## src/pkg/sic_pkg.sv

```systemverilog
// Overview of operation
// - Writing one to stop trigger clears active flag and halts the channel.
// - Serial engine drives the pins only while serial output enable is one.
// - Data output level bit sets the data output to one or zero.
// - Clock output level bit sets the clock output to one or zero.
// - Transmit/receive enable pair selects disabled, receive, transmit or both.
// - Error select zero gives transfer interrupt; one gives error interrupt instead on a transmit NACK.
// - Writing one to start trigger sets active flag and enters wait state.
// - Transfer interrupt flag reads one once raised, zero when nothing pending.
// - Interrupt mask zero allows the transfer interrupt, one blocks it.
package sic_pkg;

  // ----------------------------------------------------------------
  // Timing
  // ----------------------------------------------------------------
  localparam int unsigned CLK_PERIOD_NS = 20;
  localparam int unsigned SCL_HALF_NS   = 1300;
  localparam int unsigned HALF_CYC      = (SCL_HALF_NS + CLK_PERIOD_NS - 1) / CLK_PERIOD_NS;
  localparam int unsigned CNT_W         = 7;
  localparam logic [CNT_W-1:0] HALF_CNT = CNT_W'(HALF_CYC - 1);
  localparam logic [CNT_W-1:0] CNT_ZERO = 7'h00;

  // ----------------------------------------------------------------
  // Register offsets (byte addresses)
  // ----------------------------------------------------------------
  localparam logic [7:0] ADDR_STOP   = 8'h00;
  localparam logic [7:0] ADDR_START  = 8'h04;
  localparam logic [7:0] ADDR_SOE    = 8'h08;
  localparam logic [7:0] ADDR_SO     = 8'h0C;
  localparam logic [7:0] ADDR_CKO    = 8'h10;
  localparam logic [7:0] ADDR_MODE   = 8'h14;
  localparam logic [7:0] ADDR_IRQ_ST = 8'h18;
  localparam logic [7:0] ADDR_IRQ_MK = 8'h1C;
  localparam logic [7:0] ADDR_DATA   = 8'h20;
  localparam logic [7:0] ADDR_STATUS = 8'h24;

  // ----------------------------------------------------------------
  // Field positions and reset values
  // ----------------------------------------------------------------
  localparam int unsigned CH0_BIT     = 0;
  localparam int unsigned IRQ_DONE    = 0;
  localparam int unsigned IRQ_ERR     = 1;
  localparam int unsigned IRQ_W       = 2;
  localparam int unsigned ST_ACT_BIT  = 0;
  localparam int unsigned ST_BUSY_BIT = 1;
  localparam int unsigned ST_NACK_BIT = 2;
  localparam logic       SO_RST       = 1'h1;
  localparam logic       CKO_RST      = 1'h1;
  localparam logic       SOE_RST      = 1'h0;
  localparam logic [7:0] MODE_RST     = 8'h00;
  localparam logic [IRQ_W-1:0] MASK_RST = 2'h3;
  localparam logic [3:0] ACK_BIT      = 4'h8;
  localparam logic [3:0] BIT_ZERO     = 4'h0;
  localparam logic [3:0] LAST_BIT     = 4'h7;

  // ----------------------------------------------------------------
  // Types
  // ----------------------------------------------------------------
  typedef struct packed {
    logic tx_enable_bit;
    logic rx_enable_bit;
    logic data_phase_sel;
    logic clock_phase_sel;
    logic rsvd;
    logic error_irq_select;
    logic parity_ctrl_hi;
    logic parity_ctrl_lo;
  } sic_mode_s;

  typedef struct packed {
    logic scl;
    logic sda;
  } sic_line_s;

  typedef enum logic [1:0] {
    ENG_IDLE,
    ENG_LOW,
    ENG_HIGH
  } sic_eng_e;

endpackage

```

## src/rtl/sic_ctrl.sv

```systemverilog
// Our own choices: the Wishbone register port and the register offsets.
`timescale 1ns/1ps
module sic_ctrl (
  // Clock and reset
  input  wire logic        clk_i,
  input  wire logic        rst_i,
  // Wishbone slave
  input  wire logic        cyc_i,
  input  wire logic        stb_i,
  input  wire logic        we_i,
  input  wire logic [7:0]  adr_i,
  input  wire logic [3:0]  sel_i,
  input  wire logic [31:0] dat_i,
  output logic      [31:0] dat_o,
  output logic             ack_o,
  // Two-wire pins
  input  wire logic        sda_i,
  input  wire logic        scl_i,
  output logic             sda_o,
  output logic             sda_oe_o,
  output logic             scl_o,
  output logic             scl_oe_o,
  // Interrupt
  output logic             irq_o
);

  // ----------------------------------------------------------------
  // Declarations
  // ----------------------------------------------------------------
  logic                         ack_q;
  logic [31:0]                  dat_q;
  logic                         chan_active_flag_q;
  logic                         serial_out_enable_q;
  logic                         data_out_level_q;
  logic                         clock_out_level_q;
  sic_pkg::sic_mode_s           mode_q;
  logic [sic_pkg::IRQ_W-1:0]    irq_flag_q;
  logic [sic_pkg::IRQ_W-1:0]    irq_mask_q;
  logic                         irq_q;
  sic_pkg::sic_eng_e            state_q;
  logic [sic_pkg::CNT_W-1:0]    cnt_q;
  logic [3:0]                   bit_q;
  logic [7:0]                   shift_q;
  logic                         nack_q;
  sic_pkg::sic_line_s           eng_q;
  sic_pkg::sic_line_s           pin_q;
  sic_pkg::sic_line_s           oe_q;
  logic                         req;
  logic                         wr;
  logic                         wr_b0;
  logic                         chan_stop_trigger;
  logic                         chan_start_trigger;
  logic                         mode_on;
  logic                         xfer_go;
  logic                         half_done;
  logic                         bit_end;
  logic                         frame_end;
  logic                         err_evt;
  logic [sic_pkg::IRQ_W-1:0]    irq_set;
  logic [7:0]                   shift_nx;
  sic_pkg::sic_line_s           pin_d;

  // ----------------------------------------------------------------
  // Bus decode
  // ----------------------------------------------------------------
  assign req   = cyc_i & stb_i & ~ack_q;
  assign wr    = req & we_i;
  assign wr_b0 = wr & sel_i[0];
  assign chan_stop_trigger  = wr_b0 & (adr_i == sic_pkg::ADDR_STOP)
                              & dat_i[sic_pkg::CH0_BIT];
  assign chan_start_trigger = wr_b0 & (adr_i == sic_pkg::ADDR_START)
                              & dat_i[sic_pkg::CH0_BIT];
  assign mode_on = mode_q.tx_enable_bit | mode_q.rx_enable_bit;
  assign xfer_go = wr_b0 & (adr_i == sic_pkg::ADDR_DATA) & chan_active_flag_q
                   & mode_on & (state_q == sic_pkg::ENG_IDLE) & ~chan_stop_trigger;

  // ----------------------------------------------------------------
  // Bus answer
  // ----------------------------------------------------------------
  always_ff @(posedge clk_i) begin
    if (rst_i) begin
      ack_q <= 1'b0;
    end else begin
      ack_q <= req;
    end
  end

  always_ff @(posedge clk_i) begin
    if (rst_i) begin
      dat_q <= 32'h0000_0000;
    end else if (req & ~we_i) begin
      dat_q <= 32'h0000_0000;
      case (adr_i)
        sic_pkg::ADDR_SOE:    dat_q[sic_pkg::CH0_BIT] <= serial_out_enable_q;
        sic_pkg::ADDR_SO:     dat_q[sic_pkg::CH0_BIT] <= data_out_level_q;
        sic_pkg::ADDR_CKO:    dat_q[sic_pkg::CH0_BIT] <= clock_out_level_q;
        sic_pkg::ADDR_MODE:   dat_q[7:0] <= mode_q;
        sic_pkg::ADDR_IRQ_ST: dat_q[sic_pkg::IRQ_W-1:0] <= irq_flag_q;
        sic_pkg::ADDR_IRQ_MK: dat_q[sic_pkg::IRQ_W-1:0] <= irq_mask_q;
        sic_pkg::ADDR_DATA:   dat_q[7:0] <= shift_q;
        sic_pkg::ADDR_STATUS: begin
          dat_q[sic_pkg::ST_ACT_BIT]  <= chan_active_flag_q;
          dat_q[sic_pkg::ST_BUSY_BIT] <= (state_q != sic_pkg::ENG_IDLE);
          dat_q[sic_pkg::ST_NACK_BIT] <= nack_q;
        end
        default: dat_q <= 32'h0000_0000;
      endcase
    end
  end

  assign ack_o = ack_q;
  assign dat_o = dat_q;

  // ----------------------------------------------------------------
  // Channel active flag
  // ----------------------------------------------------------------
  always_ff @(posedge clk_i) begin
    if (rst_i) begin
      chan_active_flag_q <= 1'b0;
    end else if (chan_stop_trigger) begin
      chan_active_flag_q <= 1'b0;
    end else if (chan_start_trigger) begin
      chan_active_flag_q <= 1'b1;
    end
  end

  // ----------------------------------------------------------------
  // Control registers
  // ----------------------------------------------------------------
  always_ff @(posedge clk_i) begin
    if (rst_i) begin
      serial_out_enable_q <= sic_pkg::SOE_RST;
    end else if (wr_b0 & (adr_i == sic_pkg::ADDR_SOE)) begin
      serial_out_enable_q <= dat_i[sic_pkg::CH0_BIT];
    end
  end

  always_ff @(posedge clk_i) begin
    if (rst_i) begin
      data_out_level_q <= sic_pkg::SO_RST;
    end else if (wr_b0 & (adr_i == sic_pkg::ADDR_SO)) begin
      data_out_level_q <= dat_i[sic_pkg::CH0_BIT];
    end
  end

  always_ff @(posedge clk_i) begin
    if (rst_i) begin
      clock_out_level_q <= sic_pkg::CKO_RST;
    end else if (wr_b0 & (adr_i == sic_pkg::ADDR_CKO)) begin
      clock_out_level_q <= dat_i[sic_pkg::CH0_BIT];
    end
  end

  always_ff @(posedge clk_i) begin
    if (rst_i) begin
      mode_q <= sic_pkg::MODE_RST;
    end else if (wr_b0 & (adr_i == sic_pkg::ADDR_MODE)) begin
      mode_q <= dat_i[7:0];
    end
  end

  always_ff @(posedge clk_i) begin
    if (rst_i) begin
      irq_mask_q <= sic_pkg::MASK_RST;
    end else if (wr_b0 & (adr_i == sic_pkg::ADDR_IRQ_MK)) begin
      irq_mask_q <= dat_i[sic_pkg::IRQ_W-1:0];
    end
  end

  // ----------------------------------------------------------------
  // Serial engine
  // ----------------------------------------------------------------
  assign half_done = (cnt_q == sic_pkg::CNT_ZERO);
  assign shift_nx  = {shift_q[6:0], sda_i};
  assign bit_end   = (state_q == sic_pkg::ENG_HIGH) & half_done & scl_i
                     & ~chan_stop_trigger & ~chan_start_trigger;
  assign frame_end = bit_end & (bit_q == sic_pkg::ACK_BIT);
  assign err_evt   = frame_end & mode_q.tx_enable_bit & sda_i;

  always_ff @(posedge clk_i) begin
    if (rst_i) begin
      shift_q <= 8'h00;
    end else if (xfer_go) begin
      shift_q <= dat_i[7:0];
    end else if (bit_end & (bit_q != sic_pkg::ACK_BIT)) begin
      shift_q <= shift_nx;
    end
  end

  always_ff @(posedge clk_i) begin
    if (rst_i) begin
      nack_q <= 1'b0;
    end else if (frame_end) begin
      nack_q <= sda_i;
    end
  end

  always_ff @(posedge clk_i) begin
    if (rst_i) begin
      state_q <= sic_pkg::ENG_IDLE;
      cnt_q   <= sic_pkg::CNT_ZERO;
      bit_q   <= sic_pkg::BIT_ZERO;
      eng_q   <= '{scl: sic_pkg::CKO_RST, sda: sic_pkg::SO_RST};
    end else if (chan_stop_trigger) begin
      state_q <= sic_pkg::ENG_IDLE;
    end else if (chan_start_trigger) begin
      state_q <= sic_pkg::ENG_IDLE;
      eng_q   <= '{scl: clock_out_level_q, sda: data_out_level_q};
    end else begin
      case (state_q)
        sic_pkg::ENG_IDLE: begin
          if (xfer_go) begin
            state_q   <= sic_pkg::ENG_LOW;
            cnt_q     <= sic_pkg::HALF_CNT;
            bit_q     <= sic_pkg::BIT_ZERO;
            eng_q.scl <= 1'b0;
            eng_q.sda <= mode_q.tx_enable_bit ? dat_i[7] : 1'b1;
          end else if (~chan_active_flag_q) begin
            // Stopped channel mirrors the level bits, no glitch on enable
            eng_q <= '{scl: clock_out_level_q, sda: data_out_level_q};
          end
        end
        sic_pkg::ENG_LOW: begin
          if (half_done) begin
            state_q   <= sic_pkg::ENG_HIGH;
            cnt_q     <= sic_pkg::HALF_CNT;
            eng_q.scl <= 1'b1;
          end else begin
            cnt_q <= cnt_q - 7'h01;
          end
        end
        sic_pkg::ENG_HIGH: begin
          if (~scl_i) begin
            cnt_q <= cnt_q;
          end else if (~half_done) begin
            cnt_q <= cnt_q - 7'h01;
          end else if (bit_q == sic_pkg::ACK_BIT) begin
            state_q   <= sic_pkg::ENG_IDLE;
            eng_q.scl <= 1'b0;
            eng_q.sda <= 1'b1;
          end else begin
            state_q   <= sic_pkg::ENG_LOW;
            cnt_q     <= sic_pkg::HALF_CNT;
            bit_q     <= bit_q + 4'h1;
            eng_q.scl <= 1'b0;
            if (bit_q == sic_pkg::LAST_BIT) begin
              eng_q.sda <= ~(mode_q.rx_enable_bit & ~mode_q.tx_enable_bit);
            end else begin
              eng_q.sda <= mode_q.tx_enable_bit ? shift_nx[7] : 1'b1;
            end
          end
        end
        default: state_q <= sic_pkg::ENG_IDLE;
      endcase
    end
  end

  // ----------------------------------------------------------------
  // Interrupt flags
  // ----------------------------------------------------------------
  always_comb begin
    irq_set = '0;
    if (err_evt & mode_q.error_irq_select) begin
      irq_set[sic_pkg::IRQ_ERR] = 1'b1;
    end else begin
      irq_set[sic_pkg::IRQ_DONE] = frame_end;
    end
  end

  always_ff @(posedge clk_i) begin
    if (rst_i) begin
      irq_flag_q <= '0;
    end else if (wr_b0 & (adr_i == sic_pkg::ADDR_IRQ_ST)) begin
      irq_flag_q <= (irq_flag_q & ~dat_i[sic_pkg::IRQ_W-1:0]) | irq_set;
    end else begin
      irq_flag_q <= irq_flag_q | irq_set;
    end
  end

  always_ff @(posedge clk_i) begin
    if (rst_i) begin
      irq_q <= 1'b0;
    end else begin
      irq_q <= |(irq_flag_q & ~irq_mask_q);
    end
  end

  assign irq_o = irq_q;

  // ----------------------------------------------------------------
  // Pin drive
  // ----------------------------------------------------------------
  always_comb begin
    if (serial_out_enable_q) begin
      pin_d = eng_q;
    end else begin
      pin_d = '{scl: clock_out_level_q, sda: data_out_level_q};
    end
  end

  always_ff @(posedge clk_i) begin
    if (rst_i) begin
      pin_q <= '{scl: sic_pkg::CKO_RST, sda: sic_pkg::SO_RST};
    end else begin
      pin_q <= pin_d;
    end
  end

  // Open drain: enable only while the line is pulled low
  always_ff @(posedge clk_i) begin
    if (rst_i) begin
      oe_q <= '{scl: ~sic_pkg::CKO_RST, sda: ~sic_pkg::SO_RST};
    end else begin
      oe_q <= '{scl: ~pin_d.scl, sda: ~pin_d.sda};
    end
  end

  assign sda_o    = pin_q.sda;
  assign sda_oe_o = oe_q.sda;
  assign scl_o    = pin_q.scl;
  assign scl_oe_o = oe_q.scl;

endmodule

```

## config.mk

```make
export PLATFORM = sky130hd
export DESIGN_NAME = sic_ctrl
export DESIGN_NICKNAME = d
export VERILOG_FILES = /design/src/pkg/sic_pkg.sv /design/src/rtl/sic_ctrl.sv
export SDC_FILE = /design/constraint.sdc
export NUM_CORES = 1
export LEC_CHECK = 0
export BUFFER_PORTS_ARGS = -buffer_cell sky130_fd_sc_hd__buf_2
export CAP_MARGIN = 40
export CORE_MARGIN = 8
export CORE_UTILIZATION = 56
export DETAILED_ROUTE_END_ITERATION = 10
export PLACE_DENSITY = 0.93
export SYNTH_ARGS = -nofsm -noshare
export SYNTH_HDL_FRONTEND = slang
export SYNTH_SLANG_ARGS = --single-unit
```

## constraint.sdc

```tcl
create_clock -name clk_i -period 5.2 [get_ports clk_i]
set_input_delay 0.52 -clock clk_i [delete_from_list [all_inputs] [get_ports clk_i]]
set_output_delay 0.52 -clock clk_i [all_outputs]
set_load 0.02 [all_outputs]
```

# == After elaboration in Yosys (flattened, before gate mapping) ==
# Index checks and enable logic that the tools add are counted.
# op_classes
addsub,2
multipliers,0
div,0
magnitude_cmp,0
n_eq_ne,24
n_shift,0
mux,39
n_bitwise,45
n_reduce_logical,17
# op_table
op,n
$mux 7,5
$eq 8x5->1 const B,4
$and 1x1->1,30
$mux 2,11
$pmux 7 s3,1
$eq 8x4->1 const B,2
$eq 8x6->1 const B,2
$mux 4,4
$mux 8,2
$ne 3x3->1 const B,4
$reduce_and 6->1,2
$ne 2x2->1 const B,5
$pmux 5 s2,1
$eq 8x3->1 const B,1
$logic_not 8->1,1
$mux 1,8
$ne 4x4->1 const B,2
$not 1->1,8
$pmux 1 s8,1
$pmux 4 s2,1
$logic_not 7->1,1
$reduce_and 7->1,1
$sub 7x1->7 const B,1
$pmux 1 s3,2
other kinds (20),27
# totals
register_bits,54
latchBits,0
ram_bits,0
mem_bits_ro,0
inputBits,51
out_inout_bits,38
elab_cells,155
memories,0

# == Longest topological paths before layout ==
# logic_depth
depth_word,16
mapped_depth,9
depth_no_buf,8

# == Worst setup path after synthesis ==
# OpenSTA, ideal clock, no wires.
# synth_path
path_type,input to register
from,input adr_i[3]
to,register cnt_q[5] in the netlist's numbering
setup_time_ps,71
arrival_time_ps,2816
required_ps,5129
setup_slack_ps,2313
cell_stages,7
cell_sequence,or4_4 > nor4_4 > a21boi_2 > or4b_1 > buf_2 > or4_1 > a21oi_1
# synth_between
elab_chain_cells,8
# synth_lines
element,line,text
"start, declared",sic_ctrl.sv:11,"input wire logic [7:0] adr_i,"
$eq 8x6->1,sic_ctrl.sv:74,assign xfer_go = wr_b0 & (adr_i == sic_pkg::ADDR_DATA) & chan_active_flag_q
$and 1x1->1 (2 in a row),sic_ctrl.sv:74,
$and 1x1->1 (3 in a row),sic_ctrl.sv:75,& mode_on & (state_q == sic_pkg::ENG_IDLE) & ~chan_stop_trigger;
$ne 2x2->1 (no line),n/a,
$reduce_and 6->1 (no line) *,n/a,
"end signal, assigned",sic_ctrl.sv:201,cnt_q <= sic_pkg::CNT_ZERO;
"end signal, assigned",sic_ctrl.sv:214,cnt_q <= sic_pkg::HALF_CNT;
"end signal, assigned",sic_ctrl.sv:226,cnt_q <= sic_pkg::HALF_CNT;
"end, declared",sic_ctrl.sv:41,logic [sic_pkg::CNT_W-1:0] cnt_q;
# Mark *: on every way between the ends. The rest lies on a longest branch, timed or not.
# A chain may end at the register's enable or synchronous reset.

# == Worst setup path after layout ==
# layout_path
from,input adr_i[2]
to,register bit_q[2]
# layout_between
elab_chain_cells,8
# layout_lines
element,line,text
$eq 8x6->1,sic_ctrl.sv:74,
$and 1x1->1 (2 in a row),sic_ctrl.sv:74,
$and 1x1->1 (3 in a row),sic_ctrl.sv:75,
$ne 2x2->1 (no line),n/a,
$reduce_and 7->1 (no line) *,n/a,
"end signal, assigned",sic_ctrl.sv:202,bit_q <= sic_pkg::BIT_ZERO;
"end signal, assigned",sic_ctrl.sv:215,bit_q <= sic_pkg::BIT_ZERO;
"end signal, assigned",sic_ctrl.sv:244,bit_q <= bit_q + 4'h1;
"end, declared",sic_ctrl.sv:42,logic [3:0] bit_q;
# Marks and branches as above.

==> impl_metrics.env <==
export IMPL_grt_use_total_pct=18.5
export IMPL_fillers=436
export IMPL_syn_area_mm2=0.00303
export IMPL_start_kind="input pin"
export IMPL_leakage_nw=1.25
export IMPL_grt_setup_unrepaired="false"
export IMPL_p_per_area_mw_per_mm2=242
export IMPL_cts_tree="done"
export IMPL_ioPinCount=89
export IMPL_path_class="input pin to flop"
export IMPL_setup_violations=0
export IMPL_hold_start="dat_i[2]"
export IMPL_grt_pass1_wl_mm=11.7
export IMPL_critPathArrivalTime_ps=3370
export IMPL_die_width_um=89.6
export IMPL_hold_depth=3
export IMPL_clkSinkCount=54
export IMPL_fp_dieH_um=89.6
export IMPL_antenna_found_initial=0
export IMPL_grt_max_degree=50
export IMPL_synth_edf_count=0
export IMPL_hp_class="input pin to flop"
export IMPL_path_max_fanout=13
export IMPL_hold_end="mode_q[2]"
export IMPL_top_usage_layer="met2"
export IMPL_insertion_delay_ps=320
export IMPL_mostFrequentLayoutCells="nor2_1, dfxtp_1, buf_2"
export IMPL_cts_resized=0
export IMPL_numCtsBuffers=5
export IMPL_r2r_slack_ps=2440
export IMPL_grt_met3_usage_pct=3.55
export IMPL_syn_inst=367
export IMPL_endpoint_kind="flop"
export IMPL_final_period_utilization_pct=60.0
export IMPL_drtIter0Drc=272
export IMPL_yosysSeqAreaShare_pct=35.6
export IMPL_ctsLongestPathBuffers=2
export IMPL_firstDrtPassIters=5
export IMPL_p_sw_share_pct=25.1
export IMPL_synth_cell_type_count=52
export IMPL_place_congestion=0.869
export IMPL_hold_viol=0
export IMPL_cp_required_ps=5450
export IMPL_wirelength_mm=7.19
export IMPL_clkTransAtPathRegs_ps=100
export IMPL_worst_slew_pin_slew_ps=905
export IMPL_power_w=0.000793
export IMPL_reg2reg_depth=7
export IMPL_gr_usage_met2_pct=30.4
export IMPL_root_buffer="clkbuf_8"
export IMPL_power_frac_comb_pct=8.6
export IMPL_start_util_pct=58.6
export IMPL_ys_ff_latch=54
export IMPL_grtUsageMet1_pct=22.3
export IMPL_htreeDepth=2
export IMPL_drive_above_1_share_pct=13.7
export IMPL_maxCapViolations=0
export IMPL_avgSynthCellArea_um2=8.26
export IMPL_nets=453
export IMPL_die_area_mm2=0.00803
export IMPL_drcViolationCount=0
export IMPL_maxSlewViolCount=0
export IMPL_avgRoutedWirePerCell_um=15.5
export IMPL_worstSetupStartpoint="adr_i[2]"
export IMPL_vias=2760
export IMPL_fp_row_count=26
export IMPL_timing_rr_end="cnt_q[5]"
export IMPL_hpwlAfterDp_mm=5.22
export IMPL_async_reset_ff_share_pct=0
export IMPL_pwr_share_seq_pct=52.9
export IMPL_r2r_start="state_q[0]"
export IMPL_synthFlopType="dfxtp_1"
export IMPL_antennaDiodeCount=0
export IMPL_power_switching_w=0.000199
export IMPL_yosysWarnings=0
export IMPL_drtAntennaViolNets=0
export IMPL_area_growth_pct=7.96
export IMPL_setup_tns_ps=0
export IMPL_grt_overflow_total=0
export IMPL_clkPwrFrac_pct=38.5
export IMPL_skew_ps=9.70
export IMPL_vdd_ir_drop_max_mv=0.208
export IMPL_grt_pass1_vias=2571
export IMPL_status="completed"
export IMPL_relSlewSlack_pct=39.6
export IMPL_p_int_w=0.000594
export IMPL_core_area_mm2=0.00517
export IMPL_port_buffers=37
export IMPL_fmax_mhz=321
export IMPL_holdBufCountCts=0
export IMPL_post_cts_buffers=0
export IMPL_via_per_inst=5.94
export IMPL_finalCriticalPeriod_ps=3120
-- logic make-up after synthesis --
kind of cell	after synthesis	synth area share (%)
and+or+nand+nor	147	24.8
other	1	0.124
muxes	28	9.36
buffers and inverters	55	9.86
adders and majority gates	8	3.30
AOI/OAI and AO/OA	74	16.9
DFF	54	35.6
-- registers in the layout (all words and copies together) (netlist names) --
register,flops
dat_o,8
data_out_level_q,1
bit_q,4
scl_o,1
state_q,2
cnt_q,7
irq_flag_q,2
ack_o,1
sda_oe_o,1
serial_out_enable_q,1
clock_out_level_q,1
irq_mask_q,2
eng_q,2
mode_q,8
scl_oe_o,1
nack_q,1
shift_q,8
chan_active_flag_q,1
sda_o,1
irq_o,1
-- through the flow --
stage	hold slack, ps	instances	util, %	instance area (um^2)	setup slack [ps]
floorplan	429	390	-	3120	2310
global placement	447	457	61.0	3150	1810
detailed placement	447	457	61.0	3150	1760
CTS	440	465	63.3	3270	2100
global route	465	465	63.3	3270	1990
finish	440	465	63.3	3270	2080
-- power groups by stage --
stage | clock network, W | registers (W) | logic [W]
6_report | 0.000305 | 0.000419 | 0.0000682
5_1_grt | 0.000325 | 0.000420 | 0.0000742
4_1_cts | 0.000308 | 0.000419 | 0.0000667
3_5_place_dp | 0 | 0.000429 | 0.0000661
3_3_place_gp | 0 | 0.000429 | 0.0000652
2_1_floorplan | 0 | 0.000433 | 0.0000541
-- synthesized netlist by cell type, types with 4 or more instances --
cell type  instances  area, um^2
a22oi_1            7        52.6
and3_1             9        56.3
nor2_1            54         203
mux2i_1           25         250
a211oi_1          19         143
nor3_1            12        60.1
buf_4             24         180
clkbuf_1          15        56.3
nand3_1           12        60.1
nand2_1           24        90.1
nand2b_1           6        37.5
dfxtp_1           54        1080
inv_1             14        52.6
ha_1               8         100
a21oi_1           17        85.1
nand3b_1           4        30.0
o21ai_0           11        55.1
-- critical path: stages --
cell,delay [ps]
buf_2,180
or4_4,580
nor4_4,390
and3_1,660
o221ai_1,400
or4_1,490
a21oi_1,140
-- per-layer routing --
metal  wire (um)  vias to the layer above  part of all wire, %
met5           0                        -                    0
met4         170                        0                  2.4
met3         572                       16                  8.0
met2        3400                      127                   47
met1        3050                     1290                   42
li1            -                     1327                    -
-- worst max-delay path by stage --
stage,end,slack (ps),cells after the start
4_1_cts,bit_q[2],2100,7
5_1_grt,bit_q[2],1990,7
6_report,bit_q[2],2080,7
3_5_place_dp,bit_q[2],1760,7
2_1_floorplan,cnt_q[5],2310,7
3_3_place_gp,bit_q[2],1810,7
-- layout make-up --
cell class / count / area, um^2 / area share [%]
clock inverters: 2 / 38.8 / 1.18
repair buffers: 38 / 193 / 5.88
clock buffers: 6 / 82.6 / 2.52
flip-flops and latches: 54 / 1080 / 33.0
inverters: 14 / 52.6 / 1.60
multi-input cells: 281 / 1740 / 53.1
well taps: 70 / 87.6 / 2.67
(Power assumes the default switching activity.)
